--- config.mk ---
export PLATFORM = sky130hd
export DESIGN_NAME = bls_led_seq
export DESIGN_NICKNAME = d
export VERILOG_FILES = /design/src/inc/bls_pkg.sv /design/src/verilog/bls_led_seq.sv
export VERILOG_INCLUDE_DIRS = /design/src /design/src/inc
export SDC_FILE = /design/constraint.sdc
export NUM_CORES = 1
export LEC_CHECK = 0
export ABC_CLOCK_PERIOD_IN_PS = 5150
export BUFFER_PORTS_ARGS = -buffer_cell sky130_fd_sc_hd__buf_2
export CAP_MARGIN = 20
export CORE_MARGIN = 2
export CORE_UTILIZATION = 46
export CTS_CLUSTER_DIAMETER = 100
export DETAILED_ROUTE_END_ITERATION = 10
export PLACE_DENSITY_LB_ADDON = 0.05
export SYNTH_ARGS = -nofsm -noshare
export SYNTH_HDL_FRONTEND = slang
export SYNTH_SLANG_ARGS = --single-unit
--- constraint.sdc ---
create_clock -name clk_i -period 5.15 [get_ports clk_i]
set_input_delay 0.2575 -clock clk_i [delete_from_list [all_inputs] [get_ports clk_i]]
set_output_delay 0.2575 -clock clk_i [all_outputs]
set_load 0.02 [all_outputs]
--- src/inc/bls_cfg.svh ---
// Constants for the board status LED sequencer: register map, fields and timing.
`ifndef BLS_CFG_SVH
`define BLS_CFG_SVH
`define BLS_CLK_HZ        50000000
`define BLS_STEP_MS       100
`define BLS_STEP_CYC      ((`BLS_CLK_HZ / 1000) * `BLS_STEP_MS)
`define BLS_FRAME_STEPS   8
`define BLS_SEQ_COUNT     6
`define BLS_OFF_CTRL      12'h000
`define BLS_OFF_STAT      12'h004
`define BLS_OFF_IRQ_STAT  12'h008
`define BLS_OFF_IRQ_MASK  12'h00C
`define BLS_PAT1          8'h05
`define BLS_PAT2          8'h0F
`define BLS_PAT3          8'h55
`define BLS_PAT4          8'h01
`define BLS_PAT5          8'h33
`define BLS_PAT6          8'h15
`define BLS_SEQ_RST       3'h2
`define BLS_IRQ_W         3
`define BLS_IRQ_SEQ_CHG   0
`define BLS_IRQ_SHORT     1
`define BLS_IRQ_REG_FAIL  2
`endif

--- src/inc/bls_pkg.sv ---
// Types shared by the board status LED sequencer.
package bls_pkg;
  typedef struct packed {
    logic proc_one_regulator_ok_led;
    logic proc_zero_regulator_ok_led;
    logic fetch_led;
    logic over_current_led;
    logic fan_led;
    logic supply_led;
  } bls_leds_t;

  typedef struct packed {
    logic proc_one_reg_ok;
    logic proc_zero_reg_ok;
    logic proc_one_fetch;
    logic proc_zero_fetch;
    logic short_det;
  } bls_sense_t;

  typedef enum logic [1:0] {
    BLS_ST_IDLE = 2'b01,
    BLS_ST_ACC  = 2'b10
  } bls_apb_st_t;
endpackage

--- src/verilog/bls_led_seq.sv ---
// Board status LED sequencer with APB register access and an interrupt.
`timescale 1ns/1ps
`default_nettype none
`include "bls_cfg.svh"
// Notes on behaviour
// - The fan LED pattern advances in 0.1 s steps, each step lit or dark.
// - Exactly six selectable sequences; one to three normal, four to six errors.
// - Sequence one is the heartbeat: on, off, on, five off steps.
// - Sequence two shows while the controller powers up.
// - Sequence three is a further transient indication, no system fault.
// - Sequence four, one on step then seven off, marks over-temperature shutdown.
// - Sequence five marks a failed fan.
// - Sequence six marks a general error.
// - A healthy sequencer keeps toggling the fan LED, never freezing it.
// - Processor-one regulator LED is lit while that regulator works.
// - Processor-zero regulator LED is lit while that regulator works.
// - Fetch LED is lit while either processor fetches code.
// - Over-current LED is lit when a short is detected, dark otherwise.
// - The supply LED output is reserved and carries no status.
module bls_led_seq
  import bls_pkg::*;
(
  input  wire logic        clk_i,
  input  wire logic        rst_i,
  input  wire logic        psel_i,
  input  wire logic        penable_i,
  input  wire logic        pwrite_i,
  input  wire logic [11:0] paddr_i,
  input  wire logic [31:0] pwdata_i,
  output logic      [31:0] prdata_o,
  output logic             pready_o,
  output logic             pslverr_o,
  input  wire bls_sense_t  sense_i,
  output bls_leds_t        leds_o,
  output logic             irq_o
);

  // Two-flop synchronisers for the asynchronous sense pins.
  bls_sense_t sense_s1_r;
  bls_sense_t sense_s2_r;
  always_ff @(posedge clk_i or posedge rst_i)
  begin
    if (rst_i)
    begin
      sense_s1_r <= '0;
      sense_s2_r <= '0;
    end
    else
    begin
      sense_s1_r <= sense_i;
      sense_s2_r <= sense_s1_r;
    end
  end

  // Register state and next values.
  logic [2:0]              seq_sel_r, seq_sel_nxt;
  logic [`BLS_IRQ_W-1:0]   irq_stat_r, irq_stat_nxt;
  logic [`BLS_IRQ_W-1:0]   irq_mask_r, irq_mask_nxt;
  logic [31:0]             prdata_r, prdata_nxt;
  logic                    short_q_r, short_q_nxt;
  logic                    regok_q_r, regok_q_nxt;
  logic [22:0]             step_cnt_r, step_cnt_nxt;
  logic [2:0]              step_idx_r, step_idx_nxt;
  logic                    fan_r, fan_nxt;
  logic                    seq_chg;
  logic                    step_en;
  logic                    wr_en;
  logic                    rd_en;
  logic [7:0]              pat;
  logic                    regok_now;

  // Every access is zero-wait. Read data is captured at the setup edge, so it
  // already stands on prdata_o through the access phase and is valid at the
  // edge where the master samples pready; a write lands at the access edge.
  assign pready_o  = 1'b1;
  assign wr_en     = psel_i & penable_i & pwrite_i;
  assign rd_en     = psel_i & ~penable_i & ~pwrite_i;
  assign regok_now = sense_s2_r.proc_one_reg_ok & sense_s2_r.proc_zero_reg_ok;

  // Unmapped addresses answer with an error and write nothing.
  always_comb
  begin
    pslverr_o = 1'b0;
    if (psel_i && penable_i)
    begin
      case (paddr_i)
        `BLS_OFF_CTRL, `BLS_OFF_STAT, `BLS_OFF_IRQ_STAT, `BLS_OFF_IRQ_MASK:
          pslverr_o = 1'b0;
        default:
          pslverr_o = 1'b1;
      endcase
    end
  end

  // Pattern of the sequence in force next cycle; bit n is step n, a set bit
  // lights the LED. Looking at the next selection lets a new sequence open on
  // its own first step rather than on a step of the old one.
  always_comb
  begin
    case (seq_sel_nxt)
      3'h1:    pat = `BLS_PAT1;
      3'h2:    pat = `BLS_PAT2;
      3'h3:    pat = `BLS_PAT3;
      3'h4:    pat = `BLS_PAT4;
      3'h5:    pat = `BLS_PAT5;
      3'h6:    pat = `BLS_PAT6;
      default: pat = `BLS_PAT1;
    endcase
  end

  // Register file, sticky interrupt flags and read data.
  always_comb
  begin
    seq_sel_nxt  = seq_sel_r;
    irq_mask_nxt = irq_mask_r;
    irq_stat_nxt = irq_stat_r;
    prdata_nxt   = prdata_r;
    short_q_nxt  = sense_s2_r.short_det;
    regok_q_nxt  = regok_now;
    seq_chg      = 1'b0;
    if (wr_en && paddr_i == `BLS_OFF_CTRL)
    begin
      // Only values one to six select a sequence; others are ignored.
      if (pwdata_i[2:0] >= 3'h1 && pwdata_i[2:0] <= 3'(`BLS_SEQ_COUNT))
      begin
        seq_sel_nxt = pwdata_i[2:0];
        seq_chg     = 1'b1;
      end
    end
    if (wr_en && paddr_i == `BLS_OFF_IRQ_MASK)
      irq_mask_nxt = pwdata_i[`BLS_IRQ_W-1:0];
    // Write one to clear; a new event in the same cycle wins.
    if (wr_en && paddr_i == `BLS_OFF_IRQ_STAT)
      irq_stat_nxt = irq_stat_nxt & ~pwdata_i[`BLS_IRQ_W-1:0];
    if (seq_chg)
      irq_stat_nxt[`BLS_IRQ_SEQ_CHG] = 1'b1;
    if (sense_s2_r.short_det && !short_q_r)
      irq_stat_nxt[`BLS_IRQ_SHORT] = 1'b1;
    if (!regok_now && regok_q_r)
      irq_stat_nxt[`BLS_IRQ_REG_FAIL] = 1'b1;
    if (rd_en)
    begin
      case (paddr_i)
        `BLS_OFF_CTRL:     prdata_nxt = {29'h0, seq_sel_r};
        `BLS_OFF_STAT:     prdata_nxt = {21'h0, step_idx_r, fan_r, leds_o[5:2], 2'h0,
                                          sense_s2_r.short_det};
        `BLS_OFF_IRQ_STAT: prdata_nxt = {29'h0, irq_stat_r};
        `BLS_OFF_IRQ_MASK: prdata_nxt = {29'h0, irq_mask_r};
        default:           prdata_nxt = 32'h0;
      endcase
    end
  end

  // Step timer and blink sequencer.
  assign step_en = (step_cnt_r == 23'(`BLS_STEP_CYC - 1));
  always_comb
  begin
    step_cnt_nxt = step_en ? 23'h0 : step_cnt_r + 23'h1;
    step_idx_nxt = step_idx_r;
    fan_nxt      = fan_r;
    if (seq_chg)
    begin
      // A new sequence restarts at its first step.
      step_cnt_nxt = 23'h0;
      step_idx_nxt = 3'h0;
      fan_nxt      = pat[0];
    end
    else if (step_en)
    begin
      // Index wraps after eight steps so the frame repeats without a gap.
      step_idx_nxt = step_idx_r + 3'h1;
      fan_nxt      = pat[step_idx_nxt];
    end
  end

  always_ff @(posedge clk_i or posedge rst_i)
  begin
    if (rst_i)
    begin
      seq_sel_r  <= `BLS_SEQ_RST;
      irq_stat_r <= '0;
      irq_mask_r <= '0;
      prdata_r   <= 32'h0;
      short_q_r  <= 1'b0;
      regok_q_r  <= 1'b0;
      step_cnt_r <= 23'h0;
      step_idx_r <= 3'h0;
      fan_r      <= 1'b1;
    end
    else
    begin
      seq_sel_r  <= seq_sel_nxt;
      irq_stat_r <= irq_stat_nxt;
      irq_mask_r <= irq_mask_nxt;
      prdata_r   <= prdata_nxt;
      short_q_r  <= short_q_nxt;
      regok_q_r  <= regok_q_nxt;
      step_cnt_r <= step_cnt_nxt;
      step_idx_r <= step_idx_nxt;
      fan_r      <= fan_nxt;
    end
  end

  // Status LEDs follow the synchronised sense pins; the fan LED takes the
  // sequencer's next value so that it moves on the same edge as fan_r.
  bls_leds_t leds_r;
  bls_leds_t leds_nxt;
  always_comb
  begin
    leds_nxt.proc_one_regulator_ok_led  = sense_s2_r.proc_one_reg_ok;
    leds_nxt.proc_zero_regulator_ok_led = sense_s2_r.proc_zero_reg_ok;
    leds_nxt.fetch_led        = sense_s2_r.proc_one_fetch | sense_s2_r.proc_zero_fetch;
    leds_nxt.over_current_led = sense_s2_r.short_det;
    leds_nxt.fan_led          = fan_nxt;
    leds_nxt.supply_led       = 1'b0;
  end

  // Registered LED outputs; every light is dark while reset is held.
  always_ff @(posedge clk_i or posedge rst_i)
  begin
    if (rst_i)
      leds_r <= '0;
    else
      leds_r <= leds_nxt;
  end

  assign leds_o   = leds_r;
  assign prdata_o = prdata_r;
  assign irq_o    = |(irq_stat_r & irq_mask_r);
endmodule
`default_nettype wire

======== Word-level counts from Yosys, hierarchy flattened ========
Cells that the tools add are included.
word-level totals
  register bits after elaboration ......... 84
  input bits .............................. 54
  output and inout port bits .............. 41
  word-level logic and storage cells ...... 86
cells by class
  add/subtract/negate cells ............... 2
  magnitude comparators ................... 3
  equal/unequal tests ..................... 9
  muxes and demuxes ....................... 20
  bitwise operators ....................... 11
  reduce and logical (&&, ||, !) cells .... 16
operators by type and width
  kind                     number
  $mux W23                 2
  $pmux W11 S4             1
  $pmux W7 S5              1
  $eq A12 B4 Y1 const B    2
  $add A23 B1 Y23 const B  1
  $eq A23 B23 Y1 const B   1
  $mux W3                  5
  $eq A12 B3 Y1 const B    1
  $logic_not A12 Y1        1
  $mux W1                  10
  $eq A3 B3 Y1 const B     3
  $reduce_bool A2 Y1       4
  $logic_and A1 B1 Y1      7
  $and A3 B3 Y3            2
  $eq A3 B2 Y1 const B     2
  $and A1 B1 Y1            5
  $lt A3 B4 Y1 const B     1
  $reduce_or A4 Y1         1
  $add A3 B1 Y3 const B    1
  $bmux W1 S3              1
  $ge A3 B1 Y1 const B     1
  $le A3 B3 Y1 const B     1
  $not A3 Y3               1
  $reduce_or A3 Y1         1
  other kinds (3)          5

======== Longest topological paths before layout ========
  depth after elaboration ................. 10
  gate-level depth with buffers ........... 8
  mapped depth without buffers ............ 7

======== Worst setup path before layout ========
Ideal clock, no wire load.
  kind .................................... input-to-reg
  start ................................... in paddr_i[7]
  end ..................................... reg irq_mask_r[0]
  library setup time ...................... 125 ps
  arrival time ............................ 1982 ps
  required time ........................... 5025 ps
  slack ................................... 3043 ps
  stages .................................. 5
  buffers on the path ..................... 1
  path through ............................ or4_4 -> or4_4 -> buf_6 -> nor3_2 -> mux2_2
between the ends
  cells in the longest elaborated chain, start to end .. 2
ends and longest elaborated chain
  what                                  line                source
  from (decl)                           bls_led_seq.sv:28   input wire logic [11:0] paddr_i,
  $eq A12 B4 Y1                         n/a
  $logic_and A1 B1 Y1 (no source line)  n/a
  to (signal assigned)                  bls_led_seq.sv:194  irq_mask_r <= irq_mask_nxt;
  to (decl)                             bls_led_seq.sv:58   logic [`BLS_IRQ_W-1:0] irq_mask_r, irq_mask_nxt;
No other way between the ends.
A chain may end at the register's enable or synchronous reset.

======== Final worst setup path ========
  start ................................... in paddr_i[11]
  end ..................................... reg step_cnt_r[3]
between the ends
  cells in the longest elaborated chain, start to end .. 4
ends and longest elaborated chain
  what                                  line                source
  $logic_not A12 Y1                     n/a
  $logic_and A1 B1 Y1 (no source line)  n/a
  $mux W1                               bls_led_seq.sv:121  if (wr_en && paddr_i == `BLS_OFF_CTRL)
  $mux W23                              bls_led_seq.sv:161  if (seq_chg)
  via step_cnt_nxt[3]                   bls_led_seq.sv:62   logic [22:0] step_cnt_r, step_cnt_nxt;
  to (signal assigned)                  bls_led_seq.sv:198  step_cnt_r <= step_cnt_nxt;
  to (decl)                             bls_led_seq.sv:62
The timed path passes the listed nets, and every way through them passes these cells.

==> metrics.md <==
| Metric | Value |
|---|---|
| Detailed placement HPWL | 3597 um |
| Clock buffer depth | 2 |
| Total grt overflow | 0 |
| Synthesized area | 2974 um2 |
| Vias per cell | 4.983 |
| Count of pins over their slew limit | 0 |
| Final setup fails | 0 |
| Synthesized area per cell | 10.81 um2 |
| IO Port Bufs | 42 |
| Clock skew | 0.005243 ns |
| Worst skew pair latency | 0.34 ns |
| Mean routed wirelength per cell | 13.22 um |
| Fin nets | 376 |
| Core area | 6314 um2 |
| Largest net degree at the start of global routing | 64 |
| Final Hold Fails | 0 |
| Die span in y | 84.41 um |
| Status | finished, final reports clean |
| Final period util | 44.36% |
| Via count | 2003 |
| Relative slew slack | 45.71% |
| Netlist cell types | 48 |
| Chip Width | 84.41 um |
| Drt first pass iters | 4 |
| #FFs+latches synth | 63 |
| Final Wtd Congestion | 0.7595 |
| Worst Hold Class | in -> reg |
| Crit Path Max Fanout | 23 |
| Synthesis-to-layout area growth | 13.13% |
| CTS HTree Levels | 3 |
| Clock sink count | 63 |
| Initial core utilization | 47.11% |
| Root Driver | clkbuf_8 |
| I/O pins | 95 |
| Total CTS buffers | 9 |
| WP data arrival | 2.48 ns |
| # DRC | 0 |
| First-pass GRT wire length | 9135 um |
| Least-Margin Pin Slew | 0.8144 ns |
| Row count | 29 |
| Yosys Warn Count | 0 |
| Die footprint | 7124 um2 |
| Crit start category | input pin |
| Antenna Cells | 0 |
| Vias in the first global route | 1949 |
| Worst VDD drop | 0.2218 mV |
| CTS clk-pin slew, worst paths | 0.07 ns |
| Pwr Total | 0.001049 W |
| WP data required | 5.35 ns |
| Pleak | 1.623 nW |
| Setup TNS | 0 ns |
| Register area share after synthesis | 53.09% |
| Critical path type | in -> reg |
| RSZ-0062 raised after global routing | no |
| Maxcap violations | 0 |
| Critical Path End Type | flop |
| Iteration-0 DRC Markers | 118 |
| Antenna viol nets, final | 0 |
| Maximum clock rate | 0.4377 GHz |
| CTS tree | done |
| Layout cells sized above 1 | 23.69% |
| Crit path time final | 2.285 ns |
| Initial antenna violation count | 0 |
| Routed wire length | 5315 um |
| Pwr Density | 311.7 nW/um2 |
| Post-Syn Instances | 275 |
| Total Routing Usage GR | 16.43% |
==> path summary, 6_finish.rpt <==
check	from	end	slack (ns)	depth (start not counted)
max	paddr_i[11]	step_cnt_r[3]	2.87	6
min	sense_i[3]	sense_s1_r[3]	0.02	1
max reg2reg	step_cnt_r[11]	step_cnt_r[3]	3.01	5
min reg2reg	sense_s1_r[0]	short_q_nxt	0.35	0
max in group asynchronous	rst_i	step_cnt_r[9]	4.50	3
min in group asynchronous	rst_i	step_cnt_r[3]	0.12	3
==> what timing repair did <==
item | 4_1_cts | 5_1_grt
gates resized for setup | 0 | 0
buffers inserted | 0 | 0
endpoints found under the hold margin | 2 | 0
hold buffers | 2 | 0
==> per-layer routing <==
| metal | global-route usage [%] | vias up | part of all wire (%) |
|---|---|---|---|
| met2 | 25.04 | 54 | 45 |
| li1 | - | 989 | - |
| met1 | 21.64 | 950 | 47 |
| met4 | 9.091 | 0 | 2.5 |
| met3 | 4.130 | 10 | 5.4 |
| met5 | 0 | - | 0 |
==> per-stage QoR <==
stage / std cells / area (um2) / hold WS (ns) / util, % / setup WS (ns)
2_1_floorplan: 296 / 3053 / 0.2889 / - / 3.043
3_3_place_gp: 384 / 3138 / 0.3325 / 49.70 / 2.471
3_5_place_dp: 384 / 3138 / 0.3362 / 49.70 / 2.485
4_1_cts: 402 / 3364 / 0.0002765 / 53.29 / 2.844
5_1_grt: 402 / 3364 / 0.0003172 / 53.29 / 2.610
6_report: 402 / 3364 / 0.01612 / 53.29 / 2.865
==> cell type report <==
class	count	area, um2
clock buffer	10	137.6
clock inverter	6	68.82
fill	609	2949
inverter	9	33.78
multi-input combinational	192	1211
sequential	63	1579
tap	77	96.34
timing repair buffer	45	237.7
==> registers in the layout, summed over array words and instances (netlist names) <==
signal and count:
fan_r 1, irq_mask_r 3, irq_stat_r 3, leds_nxt 2, leds_o 5, prdata_o 11, regok_q_r 1, sense_s1_r 5
sense_s2_r 2, seq_sel_r 3, short_q_nxt 1, step_cnt_r 23, step_idx_r 3
==> synth_stat cells, drive strengths merged <==
| cell | instances | area [um2] |
|---|---|---|
| dfrtp | 61 | 1526 |
| nor2 | 36 | 142.6 |
| buf | 31 | 225.2 |
| nand2 | 18 | 67.56 |
| xor2 | 14 | 122.6 |
| nand3 | 12 | 60.06 |
| a22o | 10 | 87.58 |
| xnor2 | 10 | 87.58 |
| inv | 9 | 33.78 |
| and3 | 8 | 50.05 |
| nand4 | 6 | 37.54 |
| nor3 | 6 | 35.03 |
| mux2 | 5 | 56.30 |
| or4 | 5 | 48.79 |
| a31oi | 4 | 25.02 |
| mux2i | 4 | 40.04 |
| a21oi | 3 | 15.01 |
| nor4 | 3 | 25.02 |
| o21ai | 3 | 15.01 |
| and2 | 2 | 12.51 |
| and4 | 2 | 17.52 |
| conb | 2 | 7.510 |
| dfstp | 2 | 52.55 |
| ha | 2 | 25.02 |
| o31ai | 2 | 15.01 |
| or2 | 2 | 12.52 |
| a21o | 1 | 7.510 |
| a222oi | 1 | 10.01 |
| clkbuf | 1 | 3.750 |
| mux4 | 1 | 22.52 |
| nand2b | 1 | 6.260 |
| nor2b | 1 | 6.260 |
| nor4b | 1 | 23.77 |
| nor4bb | 1 | 10.01 |
| o21a | 1 | 7.510 |
| o2bb2ai | 1 | 8.760 |
| o311ai | 1 | 8.760 |
| or3 | 1 | 6.260 |
| or3b | 1 | 8.760 |
==> placed cells by master (no fill, tap or decap), types with 3 or more instances in the layout <==
master    count
nor2_1       35
buf_2        42
nand2_1      18
nand3_1      12
or4_4         3
xnor2_1      10
and3_1        8
xor2_1       14
clkbuf_8     10
dfrtp_1      61
inv_1         8
nand4_1       6
a31oi_1       4
mux2_2        5
a21oi_1       3
nor3_1        5
mux2i_1       4
conb_1       23
a22o_1       10
==> power by group <==
group	internal, W	leakage [nW]	switching (W)
combinational	0.0000259	0.727	0.0000496
clock	0.000239	0.103	0.000200
sequential	0.000516	0.794	0.0000182
==> cells by family after synthesis <==
family          Yosys count  synth area share (%)
compound gates           27                 6.731
fa+ha+maj                 2                0.8413
other cells               2                0.2525
flops                    63                 53.09
mux                      10                 3.996
xor+xnor                 24                 7.068
simple gates            106                 19.18
buf+inv                  41                 8.834
==> worst max-delay path, stage by stage <==
cell and delay (ns):
buf_2 0.09, or4_1 0.57, or4_4 0.55, nor2_4 0.21, or2_1 0.68, nor2_1 0.12
Power figures use the tool's default switching activity.
